--- config.mk ---
export PLATFORM = sky130hd
export DESIGN_NAME = orp_programmer
export DESIGN_NICKNAME = d
export VERILOG_FILES = /design/src/orp_pkg.sv /design/src/orp_programmer.sv
export SDC_FILE = /design/constraint.sdc
export NUM_CORES = 1
export LEC_CHECK = 0
export BUFFER_PORTS_ARGS = -buffer_cell sky130_fd_sc_hd__buf_2
export CELL_PAD_IN_SITES_DETAIL_PLACEMENT = 1
export CELL_PAD_IN_SITES_GLOBAL_PLACEMENT = 1
export CORE_MARGIN = 4
export CORE_UTILIZATION = 46
export CTS_BUF_LIST = sky130_fd_sc_hd__clkbuf_4 sky130_fd_sc_hd__clkbuf_8
export DETAILED_ROUTE_END_ITERATION = 10
export PLACE_DENSITY_LB_ADDON = 0.1
export SYNTH_ARGS = -nofsm -noshare
export SYNTH_HDL_FRONTEND = slang
export SYNTH_SLANG_ARGS = --single-unit
--- constraint.sdc ---
create_clock -name sys_clk_i -period 6.4 [get_ports sys_clk_i]
set_input_delay 1.6 -clock sys_clk_i [delete_from_list [all_inputs] [get_ports sys_clk_i]]
set_output_delay 1.6 -clock sys_clk_i [all_outputs]
set_load 0.05 [all_outputs]
--- src/orp_pkg.sv ---
// Constants and carrier types for the one-time-programmable ROM programmer
// How it works
// [RL1] Program pulse lasts 95 to 105 us
// [RL2] Sequence starts at the first address
// [RL3] Raise both supplies before any pulse
// [RL4] First pass: one pulse, no read
// [RL5] Retry pulses, verify after each, ten max
// [RL6] Still failing after ten: stop, report fail
// [RL7] Good byte: advance until all checked
// [RL8] Lower supplies, read back all, report
// [RL9] Address bit zero selects maker/device code
// [RL10] Identification needs raised voltage on pin
// [RL11] Verify read: strobes low, sample, compare
package orp_pkg;

    // ----------------------------------------------------------------
    // Timing
    // ----------------------------------------------------------------
    localparam int CLK_PERIOD_NS = 8;
    localparam int T_PULSE_NS = 100000;
    localparam int T_SETUP_NS = 2000;
    localparam int T_DATA_VALID_NS = 1000;
    // Least times round up
    localparam int PULSE_CYC = (T_PULSE_NS + CLK_PERIOD_NS - 1) / CLK_PERIOD_NS;
    localparam int SETUP_CYC = (T_SETUP_NS + CLK_PERIOD_NS - 1) / CLK_PERIOD_NS;
    localparam int READ_CYC = (T_DATA_VALID_NS + CLK_PERIOD_NS - 1) / CLK_PERIOD_NS;
    localparam int CNT_W = 16;

    // ----------------------------------------------------------------
    // Sequence
    // ----------------------------------------------------------------
    localparam int RETRY_MAX = 10;
    localparam int ADDR_W = 16;
    localparam logic [ADDR_W-1:0] ADDR_FIRST = 16'h0000;

    typedef enum logic [3:0] {
        ST_IDLE = 4'h0,
        ST_PWR = 4'h1,
        ST_SET = 4'h2,
        ST_PULSE = 4'h3,
        ST_HOLD = 4'h4,
        ST_VREC = 4'h5,
        ST_VREAD = 4'h6,
        ST_FSET = 4'h7,
        ST_FREAD = 4'h8,
        ST_ID = 4'h9,
        ST_IDRD = 4'ha
    } orp_state_t;

    // Pin bundle driven toward the ROM
    typedef struct packed {
        logic [ADDR_W-1:0] addr;
        logic [7:0] data;
        logic data_oe;
        logic ce_n;
        logic oe_n;
        logic vpp_en;
        logic vcc_hi;
        logic id_hv;
    } orp_pins_t;

    localparam orp_pins_t PINS_RESET = '{addr: 16'h0000, data: 8'h00, data_oe: 1'b0,
        ce_n: 1'b1, oe_n: 1'b1, vpp_en: 1'b0, vcc_hi: 1'b0, id_hv: 1'b0};

endpackage : orp_pkg

--- src/orp_programmer.sv ---
// Programmer that writes, verifies and identifies a 64K x 8 OTP ROM
`timescale 1ns/1ps
module orp_programmer import orp_pkg::*; #(
    parameter int PULSE_CYCLES = PULSE_CYC,
    // Top of the swept array; lower it only to shorten a test run
    parameter logic [ADDR_W-1:0] LAST_ADDR = {ADDR_W{1'b1}}
) (
    // Clock and reset
    input wire logic sys_clk_i,
    input wire logic rst_i,
    // User commands
    input wire logic start_i,
    input wire logic id_req_i,
    input wire logic id_sel_i,
    // Source image, byte for src_addr_o
    output logic [ADDR_W-1:0] src_addr_o,
    input wire logic [7:0] src_data_i,
    // Status
    output logic busy_o,
    output logic done_o,
    output logic pass_o,
    output logic fail_o,
    output logic id_valid_o,
    output logic [7:0] id_code_o,
    // ROM pins
    output orp_pins_t pins_o,
    input wire logic [7:0] rom_data_i
);

    // ----------------------------------------------------------------
    // Input sync and wait counter
    // ----------------------------------------------------------------
    logic [7:0] rom_s1_ff;
    logic [7:0] rom_s2_ff;
    orp_state_t state_ff;
    orp_state_t nxt_state;
    logic [CNT_W-1:0] cnt_ff;
    logic [CNT_W-1:0] nxt_cnt;
    logic [3:0] retry_ff;
    logic second_pass_ff;
    logic mism_ff;
    logic id_sel_ff;
    logic wait_done;
    logic last_addr;
    logic match;

    function automatic logic [CNT_W-1:0] wait_load(input int cycles);
        wait_load = CNT_W'(cycles - 1);
    endfunction : wait_load

    always_ff @(posedge sys_clk_i) begin
        rom_s1_ff <= rom_data_i;
        rom_s2_ff <= rom_s1_ff;
    end

    assign wait_done = (cnt_ff == '0);
    assign last_addr = (pins_o.addr == LAST_ADDR);
    assign match = (rom_s2_ff == src_data_i); // RL11

    // ----------------------------------------------------------------
    // Sequencer
    // ----------------------------------------------------------------
    always_comb begin
        nxt_state = state_ff;
        nxt_cnt = wait_done ? cnt_ff : cnt_ff - 1'b1;
        unique case (state_ff)
            ST_IDLE: begin
                if (start_i) begin
                    nxt_state = ST_PWR;
                    nxt_cnt = wait_load(SETUP_CYC);
                end else if (id_req_i) begin
                    nxt_state = ST_ID;
                    nxt_cnt = wait_load(SETUP_CYC);
                end
            end
            ST_PWR: if (wait_done) begin
                nxt_state = ST_SET; // RL3
                nxt_cnt = wait_load(SETUP_CYC);
            end
            ST_SET: if (wait_done) begin
                nxt_state = ST_PULSE;
                nxt_cnt = wait_load(PULSE_CYCLES); // RL1
            end
            ST_PULSE: if (wait_done) begin
                nxt_state = ST_HOLD;
                nxt_cnt = wait_load(SETUP_CYC);
            end
            ST_HOLD: if (wait_done) begin
                // No read in the first pass
                nxt_state = (!second_pass_ff && !last_addr) ? ST_SET : ST_VREC; // RL4
                nxt_cnt = wait_load(SETUP_CYC);
            end
            ST_VREC: if (wait_done) begin
                nxt_state = ST_VREAD;
                nxt_cnt = wait_load(READ_CYC);
            end
            ST_VREAD: if (wait_done) begin
                nxt_cnt = wait_load(SETUP_CYC);
                if (match) begin
                    nxt_state = last_addr ? ST_FSET : ST_VREC; // RL7
                end else if (retry_ff == 4'(RETRY_MAX)) begin
                    nxt_state = ST_IDLE; // RL6
                end else begin
                    nxt_state = ST_SET; // RL5
                end
            end
            ST_FSET: if (wait_done) begin
                nxt_state = ST_FREAD;
                nxt_cnt = wait_load(READ_CYC);
            end
            ST_FREAD: if (wait_done) begin
                nxt_state = last_addr ? ST_IDLE : ST_FREAD; // RL8
                nxt_cnt = wait_load(READ_CYC);
            end
            ST_ID: if (wait_done) begin
                nxt_state = ST_IDRD;
                nxt_cnt = wait_load(READ_CYC);
            end
            ST_IDRD: if (wait_done) begin
                nxt_state = ST_IDLE;
            end
            default: nxt_state = ST_IDLE;
        endcase
    end

    always_ff @(posedge sys_clk_i) begin
        if (rst_i) begin
            state_ff <= ST_IDLE;
            cnt_ff <= '0;
        end else begin
            state_ff <= nxt_state;
            cnt_ff <= nxt_cnt;
        end
    end

    // ----------------------------------------------------------------
    // Address, pass and retry tracking
    // ----------------------------------------------------------------
    always_ff @(posedge sys_clk_i) begin
        if (rst_i) begin
            pins_o.addr <= ADDR_FIRST;
            second_pass_ff <= 1'b0;
            retry_ff <= '0;
            id_sel_ff <= 1'b0;
        end else if (state_ff == ST_IDLE && start_i) begin
            pins_o.addr <= ADDR_FIRST; // RL2
            second_pass_ff <= 1'b0;
            retry_ff <= '0;
        end else if (state_ff == ST_IDLE && id_req_i) begin
            id_sel_ff <= id_sel_i;
            pins_o.addr <= {{(ADDR_W-1){1'b0}}, id_sel_i}; // RL9
        end else if (wait_done) begin
            if (state_ff == ST_HOLD && !second_pass_ff) begin
                pins_o.addr <= last_addr ? ADDR_FIRST : pins_o.addr + 1'b1; // RL4
                second_pass_ff <= last_addr;
            end else if (state_ff == ST_VREAD && match) begin
                pins_o.addr <= last_addr ? ADDR_FIRST : pins_o.addr + 1'b1; // RL7
                retry_ff <= '0;
            end else if (state_ff == ST_VREAD && retry_ff != 4'(RETRY_MAX)) begin
                retry_ff <= retry_ff + 1'b1; // RL5
            end else if (state_ff == ST_FREAD && !last_addr) begin
                pins_o.addr <= pins_o.addr + 1'b1; // RL8
            end
        end
    end

    assign src_addr_o = pins_o.addr;

    // ----------------------------------------------------------------
    // Pin levels, all but data decoded from the next state so they move with it
    // ----------------------------------------------------------------
    always_ff @(posedge sys_clk_i) begin
        if (rst_i) begin
            pins_o.data <= PINS_RESET.data;
            pins_o.data_oe <= PINS_RESET.data_oe;
            pins_o.ce_n <= PINS_RESET.ce_n;
            pins_o.oe_n <= PINS_RESET.oe_n;
            pins_o.vpp_en <= PINS_RESET.vpp_en;
            pins_o.vcc_hi <= PINS_RESET.vcc_hi;
            pins_o.id_hv <= PINS_RESET.id_hv;
        end else begin
            pins_o.data <= src_data_i;
            pins_o.data_oe <= nxt_state inside {ST_SET, ST_PULSE, ST_HOLD};
            pins_o.ce_n <= !(nxt_state inside {ST_PULSE, ST_VREAD, ST_FREAD, ST_IDRD});
            pins_o.oe_n <= !(nxt_state inside {ST_VREAD, ST_FREAD, ST_IDRD}); // RL11
            pins_o.vpp_en <= nxt_state inside {ST_PWR, ST_SET, ST_PULSE, ST_HOLD}; // RL3
            pins_o.vcc_hi <= nxt_state inside {ST_PWR, ST_SET, ST_PULSE, ST_HOLD,
                ST_VREC, ST_VREAD}; // RL8
            pins_o.id_hv <= nxt_state inside {ST_ID, ST_IDRD}; // RL10
        end
    end

    // ----------------------------------------------------------------
    // Results
    // ----------------------------------------------------------------
    always_ff @(posedge sys_clk_i) begin
        if (rst_i) begin
            busy_o <= 1'b0;
            done_o <= 1'b0;
            pass_o <= 1'b0;
            fail_o <= 1'b0;
            mism_ff <= 1'b0;
            id_valid_o <= 1'b0;
            id_code_o <= 8'h00;
        end else begin
            busy_o <= (nxt_state != ST_IDLE);
            done_o <= 1'b0;
            id_valid_o <= 1'b0;
            if (state_ff == ST_IDLE && start_i) begin
                pass_o <= 1'b0;
                fail_o <= 1'b0;
                mism_ff <= 1'b0;
            end
            if (state_ff == ST_VREAD && wait_done && !match && retry_ff == 4'(RETRY_MAX)) begin
                done_o <= 1'b1;
                fail_o <= 1'b1; // RL6
            end
            if (state_ff == ST_FREAD && wait_done) begin
                // Keep reading after a miss so the whole image is swept
                mism_ff <= mism_ff | !match;
                if (last_addr) begin
                    done_o <= 1'b1;
                    pass_o <= !(mism_ff | !match); // RL8
                    fail_o <= mism_ff | !match;
                end
            end
            if (state_ff == ST_IDRD && wait_done) begin
                id_valid_o <= 1'b1;
                id_code_o <= rom_s2_ff; // RL9
            end
        end
    end

    // ----------------------------------------------------------------
    // Checks
    // ----------------------------------------------------------------
    logic [CNT_W-1:0] low_len_ff;
    always_ff @(posedge sys_clk_i) begin
        if (rst_i || pins_o.ce_n) begin
            low_len_ff <= '0;
        end else begin
            low_len_ff <= low_len_ff + 1'b1;
        end
    end
endmodule : orp_programmer

; Word level (Yosys, flattened, before mapping)
; Index checks and enable logic that the tools add are counted.
[word_totals]
register_bits = 85
input_bits = 21
output_inout_bits = 59
word_cells = 140
[classes]
add_sub_neg = 3
n_eq_ne = 25
n_mux = 47
bitwise_logic = 3
reduce_logical = 40
[ops]
columns = cell, n
row1 = $mux 16, 11
row2 = $pmux 16 s4, 1
row3 = $mux 4, 15
row4 = $pmux 4 s11, 1
row5 = $eq 4x3->1 const B, 7
row6 = $eq 4x4->1 const B, 7
row7 = $add 16x1->16 const B, 1
row8 = $eq 16x16->1 const B, 1
row9 = $eq 4x2->1 const B, 4
row10 = $logic_not 16->1, 1
row11 = $reduce_bool 4->1, 4
row12 = $sub 16x1->16 const B, 1
row13 = $mux 1, 15
row14 = $logic_and 1x1->1, 12
row15 = $reduce_and 3->1, 3
row16 = $reduce_bool 3->1, 3
row17 = $eq 4x1->1 const B, 2
row18 = $eq 8x8->1, 1
row19 = $ne 4x4->1 const B, 2
row20 = $reduce_bool 2->1, 4
row21 = $reduce_or 4->1, 2
row22 = $logic_not 1->1, 6
row23 = $mux 3, 2
row24 = $reduce_bool 6->1, 1
row25 = 9 further kinds, 11

; Logic depth before layout (Yosys ltp)
; Gate-level depths: netlist (run 1).
[logic_depth]
word_depth = 9
mapped_depth = 12
mapped_depth_nobuf = 9

; Worst setup path after synthesis (run 1)
; Ideal clock, no wire load.
[synth_timing]
path_kind = input to register
startpoint = in src_data_i[4]
endpoint = reg pins_o (netlist bit src_addr_o[15])
setup_ns = 0.122
t_arrival_ns = 3.076
setup_slack_ns = 3.202
stages = 7
n_path_buf = 0
path_cell_list = xnor2_1 nand4_1 nor3_2 o31ai_4 nor4_1 xnor2_1 nor2_2
[synth_via]
elab_chain_cells = 4
word_cells_on_any_way = 7
[synth_rtl]
columns = item, line
row1 = from (decl), orp_programmer.sv:17  ; input wire logic [7:0] src_data_i,
row2 = $eq 8x8->1 *, orp_programmer.sv:58  ; assign match = (rom_s2_ff == src_data_i);
row3 = $logic_and 1x1->1 *, orp_programmer.sv:156  ; end else if (state_ff == ST_VREAD && match) begin
row4 = $ne 3x3->1 (no line) (tied with other cells), --
row5 = $reduce_and 3->1 (no line) / $mux 16 (equally long branches), --
row6 = to (decl), orp_programmer.sv:26  ; output orp_pins_t pins_o,
; Mark *: on every way between the ends. The rest lies on a longest branch, timed or not.
; A chain may end at the register's enable or synchronous reset.

; Worst setup path in the final report (run 1)
[layout_timing]
startpoint = in src_data_i[4]
endpoint = reg pins_o (netlist bit src_addr_o[5])
; The elaborated chain is that of the path after synthesis.

==> flow_summary.yaml, run 1 <==
outcome:
  status: "finished, final reports clean"
worst_setup_path:
  ff2ff_setup_slack_ns: 3.06
  cp.arrival_ns: 3.81
  critical_path.slowest_cell: "o21ai_1"
  cpPeakStageDelay_ns: 0.83
  path_class: "in -> reg"
  worstSetupStartpoint: "src_data_i[4]"
  r2r-end: "src_addr_o[5]$_SDFFE_PP0P_"
  crit_family: "simple AND/OR/NAND/NOR gates"
  path_common_cell: "nor2_1"
  cp_cell_sequence: "buf_2 -> xnor2_1 -> nand4_1 -> nor3_2 -> nor2_1 -> o21ai_1 -> nor2_1"
  path_depth: 7
  crit_path_start_kind: "input pin"
  cp.buffers_inverters: 1
  critPathMaxFanout: 13
  worstPathRequired_ns: 6.61
  critPathCaptureType: "flip-flop"
  critPathCapture: "src_addr_o[5]$_SDFFE_PP0P_"
  crit-reg2reg-launch: "cnt_ff[0]$_SDFF_PP0_"
  reg2reg_depth: 8
clock_network:
  clock_path_buffers: 2
  cts_buffers: 9
  ctsHoldBuffers: 0
  h-tree-depth: 3
  postCtsSetupRepairBufs: 0
  cts_tree: "yes"
  clock_latency_ns: 0.36
  post_cts_resized: 0
  path_clk_slew_ns: 0.09
  clock_tree.root_cell: "clkbuf_8"
  clock_sinks: 85
synth:
  synth_fa_ha_area_frac: 0.0128
  synth_fp_nets: 461
  seq_area_frac_synth: 0.434
  synthMuxAreaShare: 0.0306
  synth_seq_cells: 85
  synth_warnings: 0
  synth_edf_count: 0
  ys_types: 63
  synth_top_family_by_area: "simple AND/OR/NAND/NOR gates"
  synth_xor_area_frac: 0.0715
  syn_inst: 436
  yosys.area_share.simple: 0.253
  synth_compound_area_frac: 0.133
  synth_area_mm2: 0.00392
  ys.flop_type: "dfxtp_1"
  async_flop_share: 0
  syn_avg_cell_area_um2: 8.99
global_routing:
  grt_first_pass_wirelength_mm: 16.9
  antenna_found_initial: 0
  grt.total_usage: 0.207
  grt_pass1_vias: 3449
  grt_overflow_total: 0
  grt_max_degree: 42
finish:
  drive_gt1_frac: 0.232
  final_cell_mix: "dfxtp_1 (85), buf_2 (79), nor2_1 (59)"
  syn_to_final_growth_pct: 13.7
  layout_commonest_cell: "dfxtp_1"
  final_nets: 519
  diodes: 0
  multiInputGateArea_mm2: 0.00197
  fill_cells: 1013
  final-instance-count-excl-fill: 604
  seq_area_mm2: 0.00170
pwr:
  leakagePower_nw: 1.80
  ir_worst_vdd_v: 0.000213
  powerDensity_mw_per_mm2: 395
  total_power_mw: 1.76
place:
  place_congestion: 0.779
  dpl.hpwl_mm: 6.92
  placed_cells: 588
  post-place-ws_ns: 2.39
  portBuffers: 79
timing:
  rsz0062_at_grt: "false"
  slew_violations: 0
  hold_slack_ns: 0.334
  tightest_slew_ns: 1.04
  worst_slack_ns: 2.80
  fin_crit_ns: 3.60
  setup_viol: 0
  max_freq_mhz: 278
  maxSlewHeadroom: 0.305
  hold_violations: 0
  min_period_over_period: 0.562
  tns_ns: 0
  skew_ns: 0.0137
routing:
  wirelength_mm: 9.78
  drcViolationCount: 0
  ant_nets: 0
  dr.pass1.iters: 4
  vias: 3343
  drt_iter0_drc: 159
  wl_per_cell_um: 16.2
  drt-vias-per-instance: 5.53
floorplanning:
  die_area_mm2: 0.0101
  die_h_um: 100
  die_w_um: 100
  core_area_mm2: 0.00826
  initial_core_util: 0.475
  ioPinCount: 80
  rows: 33
hold_path:
  hp-class: "reg -> reg"
job:
  maxCapViolCount: 0
==> through the flow <==
stage / util / instance area [µm²]
floorplan: - / 3920
global route: 0.540 / 4460
CTS: 0.540 / 4460
finish: 0.540 / 4460
global placement: 0.515 / 4250
detailed placement: 0.515 / 4250
==> how the worst min path moves through the flow <==
stage,endpoint,depth (start not counted),slack [ns],startpoint
floorplan,rom_s2_ff[0]$_DFF_P_,0,0.31,rom_s1_ff[0]$_DFF_P_
global placement,rom_s2_ff[2]$_DFF_P_,0,0.31,rom_s1_ff[2]$_DFF_P_
detailed placement,rom_s2_ff[0]$_DFF_P_,0,0.31,rom_s1_ff[0]$_DFF_P_
CTS,rom_s2_ff[5]$_DFF_P_,0,0.34,rom_s1_ff[5]$_DFF_P_
global route,rom_s2_ff[5]$_DFF_P_,0,0.34,rom_s1_ff[5]$_DFF_P_
finish,rom_s2_ff[6]$_DFF_P_,0,0.33,rom_s1_ff[6]$_DFF_P_
==> kinds of logic (layout without fill, tap and decap cells) <==
group	count (synthesis)	count (layout)
and+or+nand+nor	184	184
DFF	85	85
AOI/OAI and AO/OA	74	74
buffers and inverters	45	108
xor gates and xnor gates	32	32
muxes	12	12
adders and majority gates	4	4
==> synthesized netlist by cell type (6+ instances only) <==
master | instances | area [µm²]
nor3_1 | 9 | 45.0
xnor2_1 | 27 | 236
nor2_1 | 59 | 221
clkbuf_1 | 12 | 45.0
o21ai_0 | 12 | 60.1
nand2_1 | 31 | 116
mux2i_1 | 12 | 120
nand3_1 | 10 | 50.1
nand4_1 | 9 | 56.3
dfxtp_1 | 85 | 1700
nor2b_1 | 14 | 87.6
nor4_1 | 10 | 62.6
nor3_2 | 6 | 60.1
inv_1 | 10 | 37.5
a211oi_1 | 6 | 45.0
buf_4 | 16 | 120
a31oi_1 | 9 | 56.3
a21oi_1 | 18 | 90.1
==> registers in the layout (all words and copies together), names as in the netlist, 4 cells and up <==
name / cells
rom_s1_ff: 8
cnt_ff: 16
pins_o: 14
state_ff: 4
retry_ff: 4
src_addr_o: 16
rom_s2_ff: 8
id_code_o: 8
==> layout make-up <==
| type | count | area share |
|---|---|---|
| sequential | 85 | 0.382 |
| timing repair buffer | 82 | 0.0937 |
| clock buffer | 9 | 0.0278 |
| tap | 105 | 0.0295 |
| multi-input combinational | 306 | 0.441 |
| inverter | 10 | 0.00842 |
| clock inverter | 7 | 0.0180 |
==> report_power, final <==
group	internal [mW]	total, mW	switching, mW
Clock	0.186	0.400	0.214
Sequential	0.596	0.679	0.0831
Combinational	0.242	0.680	0.438
==> routing by layer <==
metal / GRT usage / vias to the layer above / wire [µm]
met5: 0 / - / 0
met4: 0.0560 / 0 / 125
met3: 0.0612 / 15 / 456
met2: 0.341 / 75 / 4810
met1: 0.265 / 1626 / 4390
li1: - / 1627 / -
(Power assumes the default switching activity.)
==> run 2, diff against run 1 <==
Settings changed: CORE_UTILIZATION 46 to 43.
Clock period 6.4 ns to 3.7 ns, I/O delays scaled along.
==> flow_summary.yaml, run 2 (synthesized netlist as in run 1, its figures left out) <==
finish:
  final_cell_mix: "dfxtp_1 (85), buf_2 (79), nor2_1 (59)"
  seq_area_mm2: 0.00170
  fill_cells: 1071
  drive_gt1_frac: 0.243
  syn_to_final_growth_pct: 15.3
  final_nets: 526
  final-instance-count-excl-fill: 614
  diodes: 0
  layout_commonest_cell: "dfxtp_1"
  final_util: 0.513
  multiInputGateArea_mm2: 0.00197
hold_path:
  hp-class: "reg -> reg"
  hold_depth: 0
pwr:
  clkPwrFrac: 0.222
  p_comb_frac: 0.404
  p_int_mw: 1.76
  swShare: 0.429
  powerDensity_mw_per_mm2: 682
  p_seq_frac: 0.373
  leakagePower_nw: 1.84
  ir_worst_vdd_v: 0.000461
  p_switching_mw: 1.32
timing:
  fin_crit_ns: 3.09
  rsz0062_at_grt: "false"
  slew_violations: 0
  max_freq_mhz: 324
  min_period_over_period: 0.834
  setup_viol: 0
  hold_violations: 0
  skew_ns: 0.0221
  tns_ns: 0
  maxSlewHeadroom: 0.479
  tightest_slew_ns: 0.782
clock_network:
  path_clk_slew_ns: 0.11
  clock_sinks: 85
  ctsHoldBuffers: 0
  post_cts_resized: 0
  clock_latency_ns: 0.38
  clock_path_buffers: 2
  h-tree-depth: 3
  cts_buffers: 9
  postCtsSetupRepairBufs: 0
  clock_tree.root_cell: "clkbuf_8"
  cts_tree: "yes"
floorplanning:
  die_area_mm2: 0.0107
  rows: 34
  die_h_um: 103
  core_area_mm2: 0.00881
  initial_core_util: 0.445
  die_w_um: 103
  ioPinCount: 80
routing:
  drcViolationCount: 0
  ant_nets: 0
  drt-vias-per-instance: 5.45
  wirelength_mm: 9.89
  vias: 3347
  drt_iter0_drc: 101
  dr.pass1.iters: 4
  wl_per_cell_um: 16.1
global_routing:
  grt_pass1_vias: 3437
  grt.met2_usage: 0.335
  grt_max_degree: 41
  grt.met1_usage: 0.248
  grt.total_usage: 0.197
  grt_util_met3: 0.0503
  grt_overflow_total: 0
  grt.busiest_layer: "met2"
  grt_first_pass_wirelength_mm: 16.6
  antenna_found_initial: 0
worst_setup_path:
  reg2reg_depth: 9
  cp.arrival_ns: 3.33
  worstSetupStartpoint: "cnt_ff[0]$_SDFF_PP0_"
  critPathCapture: "pins_o[0]$_SDFF_PP0_"
  path_class: "reg -> reg"
  ff2ff_setup_slack_ns: 0.61
  worstPathRequired_ns: 3.94
  critPathMaxFanout: 24
  r2r-end: "pins_o[0]$_SDFF_PP0_"
  crit_path_start_kind: "flip-flop"
  crit-reg2reg-launch: "cnt_ff[0]$_SDFF_PP0_"
  critPathCaptureType: "flip-flop"
place:
  portBuffers: 79
  place_congestion: 0.823
  dpl.hpwl_mm: 7.24
  placed_cells: 598
job:
  maxCapViolCount: 0
outcome:
  status: "finished, final reports clean"
[run 2: worst min path at each step]
stage / start / slack (ns) / to
after floorplan: rom_s1_ff[0]$_DFF_P_ / 0.31 / rom_s2_ff[0]$_DFF_P_
after global placement: rom_s1_ff[6]$_DFF_P_ / 0.31 / rom_s2_ff[6]$_DFF_P_
after detailed placement: rom_s1_ff[5]$_DFF_P_ / 0.31 / rom_s2_ff[5]$_DFF_P_
after CTS: rom_s1_ff[6]$_DFF_P_ / 0.33 / rom_s2_ff[6]$_DFF_P_
after global routing: rom_s1_ff[6]$_DFF_P_ / 0.34 / rom_s2_ff[6]$_DFF_P_
final: rom_s1_ff[6]$_DFF_P_ / 0.33 / rom_s2_ff[6]$_DFF_P_
[run 2: routing by layer]
metal,vias to the layer above,part of all wire
met5,-,0
met4,0,0.020
met3,20,0.039
met2,65,0.49
met1,1619,0.45
li1,1643,-
[run 2: cell type report]
| type | instances | share of cell area |
|---|---|---|
| clock buffer | 9 | 0.0274 |
| clock inverter | 7 | 0.0186 |
| inverter | 10 | 0.00831 |
| multi-input combinational | 306 | 0.435 |
| sequential | 85 | 0.377 |
| tap | 108 | 0.0299 |
| timing repair buffer | 89 | 0.104 |
[run 2: power groups by stage]
stage               clock [mW]  combinational [mW]  sequential (mW)
finish                   0.684                1.25             1.15
global route             0.746                1.38             1.17
CTS                      0.707                1.26             1.15
detailed placement           0                1.25             1.17
global placement             0                1.22             1.17
floorplan                    0               0.875             1.24
[run 2: metrics by stage]
step	cell area, µm²	hold slack [ns]	total power, mW	setup WS (ns)
2_1_floorplan	3920	0.310	2.11	0.957
3_3_place_gp	4310	0.311	2.38	0.744
3_5_place_dp	4310	0.314	2.42	0.632
4_1_cts	4520	0.326	3.11	0.597
5_1_grt	4520	0.337	3.30	0.380
6_report	4520	0.327	3.08	0.613
[run 2: critical path: stages (launching register included)]
cell and delay (ns):
dfxtp_1 0.35, inv_1 0.10, ha_1 0.19, or3b_1 0.48, or4_4 0.58, nor2_8 0.35
a22oi_1 0.18, o41ai_4 0.44, and2_1 0.22, nor3_1 0.05
==> run 3, diff against run 2 <==
Settings changed: ABC_AREA from default to 1, CORE_UTILIZATION 43 to 41.
Clock period 3.7 ns to 2.94 ns, I/O delays scaled along.
==> flow_summary.yaml, run 3 <==
synth:
  synth_fp_nets: 666
  syn_avg_cell_area_um2: 6.93
  synth_common_cells: "nand2_1 (138), dfxtp_1 (85), nor2_1 (84)"
  yosys.area.top_type_share: 0.383
  yosys-top-cells-area: "dfxtp_1 (38%), nand2_1 (12%), nor2_1 (7.1%)"
  yosys.area_share.simple: 0.358
  ys.flop_type: "dfxtp_1"
  synth_area_mm2: 0.00444
  synth_seq_cells: 85
  yosysMostFrequentCell: "nand2_1"
  synth_xor_area_frac: 0.0237
  synth_warnings: 0
  synthMuxAreaShare: 0
  seq_area_frac_synth: 0.383
  ys_types: 42
  async_flop_share: 0
  synth_top_family_by_area: "simple AND/OR/NAND/NOR gates"
  synth_area_leader_cell: "dfxtp_1"
  syn_inst: 641
  synth_edf_count: 0
  synth_compound_area_frac: 0.103
  synth_fa_ha_area_frac: 0.0113
timing:
  fin_crit_ns: 2.35
  tightest_slew_ns: 0.572
  setup_viol: 0
  hold_violations: 0
  max_freq_mhz: 426
  tns_ns: 0
  hold_slack_ns: 0.334
  min_period_over_period: 0.799
  rsz0062_at_grt: "false"
  maxSlewHeadroom: 0.615
  slew_violations: 0
  skew_ns: 0.0106
pwr:
  powerDensity_mw_per_mm2: 796
  leakagePower_nw: 2.36
  ir_worst_vdd_v: 0.000599
  total_power_mw: 4.03
worst_setup_path:
  worstSetupStartpoint: "cnt_ff[0]$_SDFF_PP0_"
  critPathCaptureType: "flip-flop"
  crit_path_start_kind: "flip-flop"
  critPathMaxFanout: 14
  r2r-end: "pins_o[4]$_SDFF_PP1_"
  cp.arrival_ns: 2.63
  crit-reg2reg-launch: "cnt_ff[0]$_SDFF_PP0_"
  ff2ff_setup_slack_ns: 0.59
  critPathCapture: "pins_o[4]$_SDFF_PP1_"
  worstPathRequired_ns: 3.22
  path_class: "reg -> reg"
  reg2reg_depth: 13
finish:
  layout_commonest_cell: "nand2_1"
  final_nets: 734
  final_util: 0.486
  syn_to_final_growth_pct: 14.0
  fill_cells: 1409
  diodes: 0
  drive_gt1_frac: 0.221
  final_cell_mix: "nand2_1 (138), dfxtp_1 (85), nor2_1 (84)"
global_routing:
  antenna_found_initial: 0
  grt_pass1_vias: 4448
  grt_overflow_total: 0
  grt_first_pass_wirelength_mm: 21.2
  grt.total_usage: 0.205
  grt_max_degree: 24
outcome:
  status: "finished, final reports clean"
routing:
  drt_iter0_drc: 187
  drcViolationCount: 0
  dr.pass1.iters: 4
  vias: 4335
  ant_nets: 0
  drt-vias-per-instance: 5.10
  wl_per_cell_um: 15.0
  wirelength_mm: 12.8
place:
  dpl.hpwl_mm: 9.93
  place_congestion: 0.870
  portBuffers: 79
job:
  maxCapViolCount: 0
clock_network:
  cts_tree: "yes"
  clock_path_buffers: 2
  clock_sinks: 85
  clock_latency_ns: 0.37
  postCtsSetupRepairBufs: 0
  ctsHoldBuffers: 0
  cts_buffers: 9
  h-tree-depth: 3
  path_clk_slew_ns: 0.10
  post_cts_resized: 0
  clock_tree.root_cell: "clkbuf_8"
hold_path:
  hp-class: "reg -> reg"
floorplanning:
  die_w_um: 112
  initial_core_util: 0.426
  ioPinCount: 80
  rows: 37
  core_area_mm2: 0.0104
  die_h_um: 112
  die_area_mm2: 0.0126
==> run 3: how the worst min path moves through the flow <==
| stage | startpoint | end | slack (ns) | cells past startpoint |
|---|---|---|---|---|
| after global placement | rom_s1_ff[6]$_DFF_P_ | rom_s2_ff[6]$_DFF_P_ | 0.31 | 0 |
| final | rom_s1_ff[4]$_DFF_P_ | rom_s2_ff[4]$_DFF_P_ | 0.33 | 0 |
| after CTS | rom_s1_ff[7]$_DFF_P_ | rom_s2_ff[7]$_DFF_P_ | 0.34 | 0 |
| after floorplan | rom_s1_ff[0]$_DFF_P_ | rom_s2_ff[0]$_DFF_P_ | 0.31 | 0 |
| after detailed placement | rom_s1_ff[5]$_DFF_P_ | rom_s2_ff[5]$_DFF_P_ | 0.31 | 0 |
| after global routing | rom_s1_ff[7]$_DFF_P_ | rom_s2_ff[7]$_DFF_P_ | 0.34 | 0 |
==> run 3: through the flow <==
stage	cell area [µm²]	instances	setup WS, ns
after CTS	5060	850	0.579
after global routing	5060	850	0.249
after global placement	4860	834	0.624
final	5060	850	0.592
after floorplan	4440	641	0.681
after detailed placement	4860	834	0.555
==> run 3: report_power, final <==
| group | total, mW | switching (mW) | internal (mW) |
|---|---|---|---|
| Sequential | 1.44 | 0.143 | 1.29 |
| Clock | 0.895 | 0.488 | 0.407 |
| Combinational | 1.70 | 1.20 | 0.493 |
==> run 3: routing by layer <==
metal,routed length (µm),vias up,GRT usage,part of all wire
li1,-,2160,-,-
met2,6330,77,0.364,0.50
met1,5790,2084,0.258,0.45
met5,0,-,0,0
met4,167,0,0.0577,0.013
met3,476,14,0.0318,0.037
==> run 3: critical path: stages, from the launching register on <==
cell	delay (ns)
dfxtp_1	0.34
inv_1	0.13
ha_1	0.22
nand2_2	0.14
nor2_1	0.17
nand3_2	0.30
nand2_1	0.15
nand2_1	0.12
nor2_1	0.19
nand3_2	0.14
nor2_2	0.17
nand3_1	0.10
nand2_1	0.07
inv_1	0.04
==> run 3: kinds of logic (layout without fill, tap and decap cells) <==
kind of cell,count (synthesis),in the layout
AND/OR/NAND/NOR,335,335
adder cells (fa/ha/maj),4,4
buffers and inverters,122,195
AO/OA/AOI/OAI,83,83
XOR/XNOR,12,12
flip-flops,85,85
==> run 3: final cells by class <==
| type | instances | area (µm²) | area share |
|---|---|---|---|
| clock inverter | 7 | 81.3 | 0.0161 |
| sequential | 85 | 1700 | 0.336 |
| tap | 136 | 170 | 0.0336 |
| timing repair buffer | 82 | 418 | 0.0825 |
| clock buffer | 9 | 124 | 0.0245 |
| inverter | 97 | 364 | 0.0719 |
| multi-input combinational | 434 | 2200 | 0.435 |
